<file path="src/hdl/fault_retry_pkg.sv">
/*
 * Shared constants and carriers for the output-voltage fault retry
 * sequencer and its warning threshold registers.
 * Assumes a PMBus front end that hands over decoded command codes.
 */
package fault_retry_pkg;

    // Command codes of the registers held here
    localparam logic [7:0] CODE_FAULT_RESPONSE = 8'h41;
    localparam logic [7:0] CODE_OV_WARN        = 8'h42;
    localparam logic [7:0] CODE_UV_WARN        = 8'h43;
    localparam logic [7:0] CODE_TIME_UNIT      = 8'hd2;

    // Fault response byte fields
    localparam int RESP_MODE_MSB  = 7;
    localparam int RESP_MODE_LSB  = 6;
    localparam int RESP_RETRY_MSB = 5;
    localparam int RESP_RETRY_LSB = 3;
    localparam int RESP_DELAY_MSB = 2;
    localparam int RESP_DELAY_LSB = 0;

    // Response modes and retry codes
    localparam logic [1:0] MODE_IGNORE  = 2'h0;
    localparam logic [1:0] MODE_DELAY   = 2'h1;
    localparam logic [1:0] MODE_RETRY   = 2'h2;
    localparam logic [1:0] MODE_DISABLE = 2'h3;
    localparam logic [2:0] RETRY_NONE   = 3'h0;
    localparam logic [2:0] RETRY_ALWAYS = 3'h7;

    // Reset values
    localparam logic [7:0]  RESET_FAULT_RESPONSE = 8'h80;
    localparam logic [7:0]  RESET_TIME_UNIT      = 8'h00;
    localparam logic [15:0] RESET_OV_WARN        = 16'hffff;
    localparam logic [15:0] RESET_UV_WARN        = 16'h0000;

    // One base tick of the time unit: 1000 ns at a 100 ns clock
    localparam int CLOCK_PERIOD_NS = 100;
    localparam int BASE_TICK_NS    = 1000;
    localparam int BASE_TICK_CYCLES = (BASE_TICK_NS + CLOCK_PERIOD_NS - 1) / CLOCK_PERIOD_NS;

    // Sequencer states, Gray along the retry path
    typedef enum logic [2:0] {
        ST_OFF   = 3'h0,
        ST_RUN   = 3'h1,
        ST_DELAY = 3'h3,
        ST_GAP   = 3'h2,
        ST_TRY   = 3'h6,
        ST_HOLD  = 3'h7,
        ST_LATCH = 3'h5
    } seq_state_t;

    // Decoded command from the PMBus front end
    typedef struct packed {
        logic        valid;
        logic        write;
        logic        word;
        logic [7:0]  code;
        logic [15:0] wdata;
    } pmbus_cmd_t;

endpackage

</file>
<file path="src/hdl/fault_retry_seq.sv">
/*
 * Output-voltage fault retry sequencer with over/under-voltage warning
 * thresholds, reached by PMBus command code through a decoded port.
 * Assumes: the PMBus front end, operation command, other-fault shutdown
 * and measurement samples come from logic on mclk; the fault, control
 * and bias pins are asynchronous and are synchronised here.
 */
//
// Notes on behaviour
// (RULE_01) Retry codes 4, 5, 6 allow exactly that many restart attempts.
// (RULE_02) Failed last attempt disables output until the fault is cleared.
// (RULE_03) Restart starts are spaced by delay count times the time unit.
// (RULE_04) Retry code 7 restarts without limit.
// (RULE_05) Continuous retry ends on command off, bias loss or other fault.
// (RULE_06) Low three bits of the response byte are an encoded unit count.
// (RULE_07) One delay count serves as run-on time and as restart spacing.
// (RULE_08) Delay codes map to 1, 2, 8, 16, 32, 64, 128 units.
// (RULE_09) Unit length comes from the time-unit register at code 0xD2.
// (RULE_10) Over-voltage warning threshold is 16 bits at code 0x42.
// (RULE_11) Under-voltage warning threshold is 16 bits at code 0x43.
// (RULE_12) Both thresholds accept read-word and write-word transfers.
// (RULE_13) Top two response bits pick ignore, delay, disable-retry, or hold.
// (RULE_14) Retry code zero leaves output off with no restart.
// (RULE_15) Latched fault clears by bit, clear command, reset, on-off or bias.
// (RULE_16) Delay code 1 counts as one unit.
// (RULE_17) Samples above or below thresholds raise the warning flags.
`timescale 1ns/100ps
module fault_retry_seq #(
    parameter int UNIT_BASE_CYCLES = fault_retry_pkg::BASE_TICK_CYCLES,
    parameter int TIMER_W          = 24
) (
    // Clock, reset, enable
    input  wire logic                        mclk,
    input  wire logic                        resetn,
    input  wire logic                        ce,
    // Command port
    input  wire fault_retry_pkg::pmbus_cmd_t cmd,
    output logic                             rd_valid,
    output logic [15:0]                      rd_data,
    output logic                             cmd_error,
    // Pins and control
    input  wire logic                        fault_pin,
    input  wire logic                        ctrl_on_pin,
    input  wire logic                        bias_ok_pin,
    input  wire logic                        operation_on,
    input  wire logic                        other_fault,
    input  wire logic                        clear_faults,
    input  wire logic                        clear_fault_bit,
    // Measurement
    input  wire logic                        sample_valid,
    input  wire logic [15:0]                 sample,
    // Status and power stage
    output logic                             output_enable,
    output logic                             fault_status,
    output logic                             ov_warning,
    output logic                             uv_warning
);

    ////////////////////////////////////////////////////////////////////////
    // Registers and synchronisers

    logic [7:0]                  fault_response;
    logic [7:0]                  time_unit;
    logic [15:0]                 ov_threshold;
    logic [15:0]                 uv_threshold;
    logic [2:0]                  pin_meta;
    logic [2:0]                  pin_sync;
    fault_retry_pkg::seq_state_t state;
    logic [TIMER_W-1:0]          timer;
    logic [2:0]                  attempts;

    logic       fault_s;
    logic       cmd_on;
    logic [1:0] mode;
    logic [2:0] retries;
    logic [2:0] delay_code;
    logic [7:0] units;
    logic [TIMER_W-1:0] interval_cycles;
    logic       retry_limit_hit;
    logic       wr_ok;
    logic       rd_ok;

    // Two flops on every pin; only the second stage is read
    always_ff @(posedge mclk) begin
        if (!resetn) begin
            pin_meta <= 3'h0;
            pin_sync <= 3'h0;
        end else if (ce) begin
            pin_meta <= {bias_ok_pin, ctrl_on_pin, fault_pin};
            pin_sync <= pin_meta;
        end
    end

    assign fault_s    = pin_sync[0];
    // (RULE_05) on command
    assign cmd_on     = pin_sync[1] & operation_on & pin_sync[2];
    // (RULE_13) mode field
    assign mode       = fault_response[fault_retry_pkg::RESP_MODE_MSB:fault_retry_pkg::RESP_MODE_LSB];
    assign retries    = fault_response[fault_retry_pkg::RESP_RETRY_MSB:fault_retry_pkg::RESP_RETRY_LSB];
    // (RULE_06) encoded delay field
    assign delay_code = fault_response[fault_retry_pkg::RESP_DELAY_MSB:fault_retry_pkg::RESP_DELAY_LSB];

    // (RULE_08) delay decode
    // (RULE_16) code 1 as one unit
    always_comb begin
        unique case (delay_code)
            3'h0, 3'h1: units = 8'h01;
            3'h2:       units = 8'h02;
            3'h3:       units = 8'h08;
            3'h4:       units = 8'h10;
            3'h5:       units = 8'h20;
            3'h6:       units = 8'h40;
            3'h7:       units = 8'h80;
        endcase
    end

    // (RULE_09) unit length from time unit
    // A time_unit value of n stretches one unit to n+1 base ticks
    assign interval_cycles = TIMER_W'(units * (time_unit + 9'h001) * UNIT_BASE_CYCLES - 1);

    // (RULE_01) finite retry budget spent
    assign retry_limit_hit = (retries != fault_retry_pkg::RETRY_ALWAYS) && (attempts >= retries);

    ////////////////////////////////////////////////////////////////////////
    // Register access

    // (RULE_12) word access to thresholds, byte access to the rest
    always_comb begin
        unique case (cmd.code)
            fault_retry_pkg::CODE_OV_WARN,
            fault_retry_pkg::CODE_UV_WARN:        wr_ok = cmd.word;
            fault_retry_pkg::CODE_FAULT_RESPONSE,
            fault_retry_pkg::CODE_TIME_UNIT:      wr_ok = !cmd.word;
            default:                              wr_ok = 1'b0;
        endcase
    end
    assign rd_ok = wr_ok;

    // Writes; a mismatched size is refused whole
    always_ff @(posedge mclk) begin
        if (!resetn) begin
            fault_response <= fault_retry_pkg::RESET_FAULT_RESPONSE;
            time_unit      <= fault_retry_pkg::RESET_TIME_UNIT;
            ov_threshold   <= fault_retry_pkg::RESET_OV_WARN;
            uv_threshold   <= fault_retry_pkg::RESET_UV_WARN;
        end else if (ce && cmd.valid && cmd.write && wr_ok) begin
            unique case (cmd.code)
                // (RULE_10) over-voltage threshold
                fault_retry_pkg::CODE_OV_WARN:        ov_threshold   <= cmd.wdata;
                // (RULE_11) under-voltage threshold
                fault_retry_pkg::CODE_UV_WARN:        uv_threshold   <= cmd.wdata;
                fault_retry_pkg::CODE_FAULT_RESPONSE: fault_response <= cmd.wdata[7:0];
                default:                              time_unit      <= cmd.wdata[7:0];
            endcase
        end
    end

    // Read answer one cycle after the request; error pulse on refusal
    always_ff @(posedge mclk) begin
        if (!resetn) begin
            rd_valid  <= 1'b0;
            rd_data   <= 16'h0000;
            cmd_error <= 1'b0;
        end else if (ce) begin
            rd_valid  <= cmd.valid && !cmd.write && rd_ok;
            cmd_error <= cmd.valid && !wr_ok;
            if (cmd.valid && !cmd.write && rd_ok) begin
                unique case (cmd.code)
                    fault_retry_pkg::CODE_OV_WARN:        rd_data <= ov_threshold;
                    fault_retry_pkg::CODE_UV_WARN:        rd_data <= uv_threshold;
                    fault_retry_pkg::CODE_FAULT_RESPONSE: rd_data <= {8'h00, fault_response};
                    default:                              rd_data <= {8'h00, time_unit};
                endcase
            end else begin
                rd_data <= 16'h0000;
            end
        end
    end

    ////////////////////////////////////////////////////////////////////////
    // Retry sequencer

    always_ff @(posedge mclk) begin
        if (!resetn) begin
            state    <= fault_retry_pkg::ST_OFF;
            timer    <= '0;
            attempts <= 3'h0;
        end else if (ce) begin
            if (timer != '0) begin
                timer <= timer - TIMER_W'(1);
            end
            if (!cmd_on) begin
                // (RULE_05) commanded off or bias lost
                // (RULE_15) passing through off clears the latch
                state <= fault_retry_pkg::ST_OFF;
            end else if (other_fault) begin
                // (RULE_05) another fault shuts down
                state <= fault_retry_pkg::ST_LATCH;
            end else begin
                unique case (state)
                    fault_retry_pkg::ST_OFF: begin
                        state    <= fault_retry_pkg::ST_RUN;
                        attempts <= 3'h0;
                    end
                    fault_retry_pkg::ST_RUN: begin
                        attempts <= 3'h0;
                        if (fault_s) begin
                            // (RULE_13) response select
                            unique case (mode)
                                fault_retry_pkg::MODE_IGNORE: state <= fault_retry_pkg::ST_RUN;
                                fault_retry_pkg::MODE_DELAY: begin
                                    // (RULE_07) delay used as run-on time
                                    state <= fault_retry_pkg::ST_DELAY;
                                    timer <= interval_cycles;
                                end
                                fault_retry_pkg::MODE_RETRY: begin
                                    // (RULE_14) no retry latches off
                                    state <= (retries == fault_retry_pkg::RETRY_NONE)
                                           ? fault_retry_pkg::ST_LATCH : fault_retry_pkg::ST_GAP;
                                    timer <= interval_cycles;
                                end
                                default: state <= fault_retry_pkg::ST_HOLD;
                            endcase
                        end
                    end
                    fault_retry_pkg::ST_DELAY: begin
                        if (!fault_s) begin
                            state <= fault_retry_pkg::ST_RUN;
                        end else if (timer == '0) begin
                            state <= (retries == fault_retry_pkg::RETRY_NONE)
                                   ? fault_retry_pkg::ST_LATCH : fault_retry_pkg::ST_GAP;
                            timer <= interval_cycles;
                        end
                    end
                    fault_retry_pkg::ST_GAP: begin
                        // (RULE_03) next start when the interval runs out
                        // (RULE_07) same count spaces restarts
                        if (timer == '0) begin
                            state    <= fault_retry_pkg::ST_TRY;
                            timer    <= interval_cycles;
                            attempts <= (attempts == fault_retry_pkg::RETRY_ALWAYS)
                                      ? attempts : attempts + 3'h1;
                        end
                    end
                    fault_retry_pkg::ST_TRY: begin
                        if (fault_s) begin
                            // (RULE_02) last attempt failed
                            // (RULE_04) code 7 never hits the limit
                            state <= retry_limit_hit ? fault_retry_pkg::ST_LATCH
                                                     : fault_retry_pkg::ST_GAP;
                        end else if (timer == '0) begin
                            state <= fault_retry_pkg::ST_RUN;
                        end
                    end
                    fault_retry_pkg::ST_HOLD: begin
                        // Resumes by itself once the fault is gone
                        if (!fault_s) begin
                            state <= fault_retry_pkg::ST_RUN;
                        end
                    end
                    fault_retry_pkg::ST_LATCH: begin
                        // (RULE_15) bit or clear command releases
                        if (clear_faults || clear_fault_bit) begin
                            state <= fault_retry_pkg::ST_OFF;
                        end
                    end
                    default: state <= fault_retry_pkg::ST_OFF;
                endcase
            end
        end
    end

    // Power stage follows the state one cycle later
    always_ff @(posedge mclk) begin
        if (!resetn) begin
            output_enable <= 1'b0;
        end else if (ce) begin
            output_enable <= (state == fault_retry_pkg::ST_RUN)
                          || (state == fault_retry_pkg::ST_DELAY)
                          || (state == fault_retry_pkg::ST_TRY);
        end
    end

    // Sticky fault flag; a new fault outranks a clear
    always_ff @(posedge mclk) begin
        if (!resetn) begin
            fault_status <= 1'b0;
        end else if (ce) begin
            if (fault_s && mode != fault_retry_pkg::MODE_IGNORE) begin
                fault_status <= 1'b1;
            end else if (clear_faults || clear_fault_bit || !cmd_on) begin
                fault_status <= 1'b0;
            end
        end
    end

    // (RULE_17) warning compare, set wins over clear
    always_ff @(posedge mclk) begin
        if (!resetn) begin
            ov_warning <= 1'b0;
            uv_warning <= 1'b0;
        end else if (ce) begin
            if (sample_valid && sample > ov_threshold) begin
                ov_warning <= 1'b1;
            end else if (clear_faults) begin
                ov_warning <= 1'b0;
            end
            if (sample_valid && sample < uv_threshold) begin
                uv_warning <= 1'b1;
            end else if (clear_faults) begin
                uv_warning <= 1'b0;
            end
        end
    end
endmodule

</file>
<file path="config.mk">
export PLATFORM = sky130hd
export DESIGN_NAME = fault_retry_seq
export DESIGN_NICKNAME = d
export VERILOG_FILES = /design/src/hdl/fault_retry_pkg.sv /design/src/hdl/fault_retry_seq.sv
export SDC_FILE = /design/constraint.sdc
export NUM_CORES = 1
export LEC_CHECK = 0
export BUFFER_PORTS_ARGS = -buffer_cell sky130_fd_sc_hd__buf_2
export CELL_PAD_IN_SITES_DETAIL_PLACEMENT = 2
export CELL_PAD_IN_SITES_GLOBAL_PLACEMENT = 2
export CORE_UTILIZATION = 40
export DETAILED_ROUTE_END_ITERATION = 12
export PLACE_DENSITY = 0.95
export SYNTH_ARGS = -nofsm -noshare
export SYNTH_HDL_FRONTEND = slang
export SYNTH_SLANG_ARGS = --single-unit
</file>
<file path="constraint.sdc">
create_clock -name mclk -period 16.1 [get_ports mclk]
set_input_delay 1.61 -clock mclk [delete_from_list [all_inputs] [get_ports mclk]]
set_output_delay 1.61 -clock mclk [all_outputs]
set_load 0.01 [all_outputs]
</file>
==> impl_metrics.env <==
export IMPL_place_detailed_instances=1620
export IMPL_yosys_reg_bits=113
export IMPL_final_max_slew_violation_count=0
export IMPL_setup_viol_count_final=0
export IMPL_hold_start="timer[14]$_SDFFE_PN0P_"
export IMPL_std_cell_rows=57
export IMPL_floorplan_die_area_sq_um=25900
export IMPL_fin_cells=1652
export IMPL_place_port_buffers=75
export IMPL_clk_pwr_share=0.354
export IMPL_vias=10500
export IMPL_ctsResizeCount=0
export IMPL_synthesis_yosys_warnings=0
export IMPL_critical_path_reg2reg_endpoint="timer[18]$_SDFFE_PN0P_"
export IMPL_diodes=0
export IMPL_power_share_sequential=0.295
export IMPL_post_synth_main_area_contributors="dfxtp_1 (22%), ha_1 (14%), fa_1 (6.7%), nor2_1 (5.8%), mux2i_1 (5.6%)"
export IMPL_cts_inserted_buffers=17
export IMPL_setup_worst_path_end_class="register"
export IMPL_path_clk_slew_ns=0.07
export IMPL_grt_pass1_wl_microns=73800
export IMPL_fin_ws_ns=7.02
export IMPL_r2r_worst_path_cells=29
export IMPL_post_drt_wl_per_cell_microns=29.1
export IMPL_first_iter_violations=710
export IMPL_power_frac_comb=0.351
export IMPL_critical_path_n_buffers_inverters=2
export IMPL_hold_path_class="register to register"
export IMPL_netlist_top_cell_by_area="dfxtp_1"
export IMPL_critPathMaxStageDelay_ns=0.63
export IMPL_grt_total_usage=0.377
export IMPL_ctsRootBufferMaster="clkbuf_16"
export IMPL_setup_worst_path_class="register to register"
export IMPL_max_clock_freq_mhz=110
export IMPL_final_min_period_over_clock_period=0.564
export IMPL_hpwl_microns=31200
export IMPL_ys_seq_area_frac=0.224
export IMPL_relative_area_change_from_synthesis_to_final_layout_pct=11.9
export IMPL_reg2reg_launch_point="time_unit[0]$_SDFFE_PN0P_"
export IMPL_yosys_area_top_type_share=0.224
export IMPL_pre_cts_ws_ns=7.39
export IMPL_maximum_fanout_count_along_the_critical_path=12
export IMPL_internal_power_mw=0.688
export IMPL_grt_setup_unrepaired="false"
export IMPL_timing_critical_path_required_ns=16.45
export IMPL_critPathArrivalTime_ns=9.43
export IMPL_ys_types=76
export IMPL_syn_nets=1467
export IMPL_drv_cap=0
export IMPL_clock_tree_htree_level_count=4
export IMPL_ir_worst_vdd_mv=0.0723
export IMPL_clock_insertion_delay_worst_skew_ns=0.44
export IMPL_grt_antenna_before_repair=2
export IMPL_tritoncts_num_sinks=113
export IMPL_async_flop_share=0
export IMPL_leakage_nw=5.38
export IMPL_detail_route_vias_per_cell=6.37
export IMPL_maximum_number_of_pins_on_one_net_before_global_route_repair=51
export IMPL_cell_pwr_density_nw_per_um2=104
export IMPL_clock_skew_ns=0.0116
export IMPL_synth_edff_count=0
export IMPL_regToRegSetupSlack_ns=7.02
export IMPL_cts_tree="done"
export IMPL_synth_main_ff_cell="dfxtp_1"
export IMPL_wirelength_microns=48100
export IMPL_cp_start_kind="register"
export IMPL_hold_path_endpoint="timer[14]$_SDFFE_PN0P_"
export IMPL_post_cts_setup_buffer_count=0
export IMPL_first_global_vias=12100
export IMPL_start_util=0.411
export IMPL_min_period_ns=9.08
export IMPL_fp_dieH_microns=161
export IMPL_synth_most_common_cell="nor2_1"
export IMPL_layout_drive_gt1_share=0.105
export IMPL_route_antenna_remaining_nets=0
export IMPL_gp_congestion=0.854
export IMPL_cts_hold_buffers_added=0
export IMPL_cts_buffer_depth=2
export IMPL_residual_overflow_from_global_routing=0
export IMPL_whs_path_depth=2
export IMPL_cp_num_cells=29
export IMPL_synthesis_instances=1265
export IMPL_finish_net_count=1517
export IMPL_timing_critical_path_mode_cell="fa_1"
export IMPL_netlist_area_sq_um=10100
export IMPL_cp_slowest_cell="xor2_1"
export IMPL_run_status="finished, final reports clean"
export IMPL_setup_total_negative_slack_ns=0
export IMPL_finalHoldViolCount=0
export IMPL_timing_worst_slew_pin_value_ns=1.28
export IMPL_slew_headroom=0.145
export IMPL_detail_route_first_pass_iterations=5
export IMPL_cpLargestDelayFamily="adder cells"
export IMPL_detailed_route_drc_error_count=0
export IMPL_synth_avg_cell_area_sq_um=7.98
export IMPL_synth_common_cells="nor2_1 (155), ha_1 (114), dfxtp_1 (113)"
export IMPL_io_pin_count=76
export IMPL_die_x_microns=161
export IMPL_core_sq_um=24500
export IMPL_netSwitchingPower_mw=0.486
export IMPL_switching_share=0.414
layout by cell type (no fill, tap or decap), types with 18 or more instances in the layout:
cell	Yosys	layout
a21oi_1	81	81
xnor2_1	20	20
xor2_1	18	18
and2_1	26	26
o211ai_1	21	21
nor3_1	29	29
mux2i_1	56	56
inv_1	112	111
nor2b_1	45	45
buf_2	5	75
nand3_1	29	29
o21ai_0	60	60
nor2_1	155	154
nand2_1	88	88
fa_1	34	34
ha_1	114	114
dfxtp_1	113	113
a21o_1	20	20
power by group through the flow:
stage	Combinational, mW	Sequential (mW)	Clock [mW]
after global routing	0.434	0.347	0.426
after global placement	0.314	0.341	0
after detailed placement	0.357	0.345	0
after floorplan	0.254	0.334	0
after CTS	0.399	0.343	0.416
final	0.413	0.346	0.415
how the worst max path moves through the flow:
stage / slack, ns / end / startpoint
after floorplan: 8.86 / timer[19]$_SDFFE_PN0P_ / time_unit[0]$_SDFFE_PN0P_
final: 7.02 / timer[18]$_SDFFE_PN0P_ / time_unit[0]$_SDFFE_PN0P_
after global routing: 6.60 / timer[20]$_SDFFE_PN0P_ / time_unit[0]$_SDFFE_PN0P_
after global placement: 8.43 / timer[19]$_SDFFE_PN0P_ / time_unit[0]$_SDFFE_PN0P_
after CTS: 7.06 / timer[18]$_SDFFE_PN0P_ / time_unit[0]$_SDFFE_PN0P_
after detailed placement: 7.39 / timer[18]$_SDFFE_PN0P_ / time_unit[0]$_SDFFE_PN0P_
stage by stage:
| step | util | hold slack, ns | power (mW) | area (sq um) |
|---|---|---|---|---|
| detailed placement | 0.435 | 0.473 | 0.702 | 10700 |
| global route | 0.460 | 0.550 | 1.21 | 11300 |
| CTS | 0.460 | 0.506 | 1.16 | 11300 |
| global placement | 0.435 | 0.456 | 0.654 | 10700 |
| floorplan | - | 0.441 | 0.588 | 10100 |
| finish | 0.460 | 0.506 | 1.17 | 11300 |
layout make-up:
cell class	count	area (sq um)
Sequential cell	113	2260
Fill cell	2785	13200
Timing Repair Buffer	81	420
Clock inverter	14	179
Multi-Input combinational cell	989	7160
Inverter	113	427
Tap cell	324	405
Clock buffer	18	439
metal layers:
layer  up-vias  wire (microns)  global-route usage
li1       4521               -                   -
met1      5264           17800               0.400
met2       508           24500               0.681
met3       220            2560              0.0669
met4         4            3130               0.250
met5         -              21                   0
worst min-delay path: stages (launching register included):
cell and delay, ns:
dfxtp_1 0.31, nand3_1 0.06, o21ai_1 0.07
cell families (layout without fill, tap and decap cells):
| kind of cell | count (synthesis) | count (layout) | synth area share |
|---|---|---|---|
| simple gates | 461 | 461 | 0.229 |
| compound gates | 286 | 286 | 0.183 |
| buf+inv | 163 | 226 | 0.0667 |
| fa+ha+maj | 148 | 148 | 0.209 |
| flops | 113 | 113 | 0.224 |
| mux | 56 | 56 | 0.0556 |
| xor+xnor | 38 | 38 | 0.0330 |
flip-flops by register name, indices dropped and copies added (netlist names), 7 cells and up:
name,count
rd_data,16
timer,24
time_unit,8
fault_response,8
units,7
uv_threshold,16
ov_threshold,16
No activity file was read; power rests on OpenSTA's default activity.
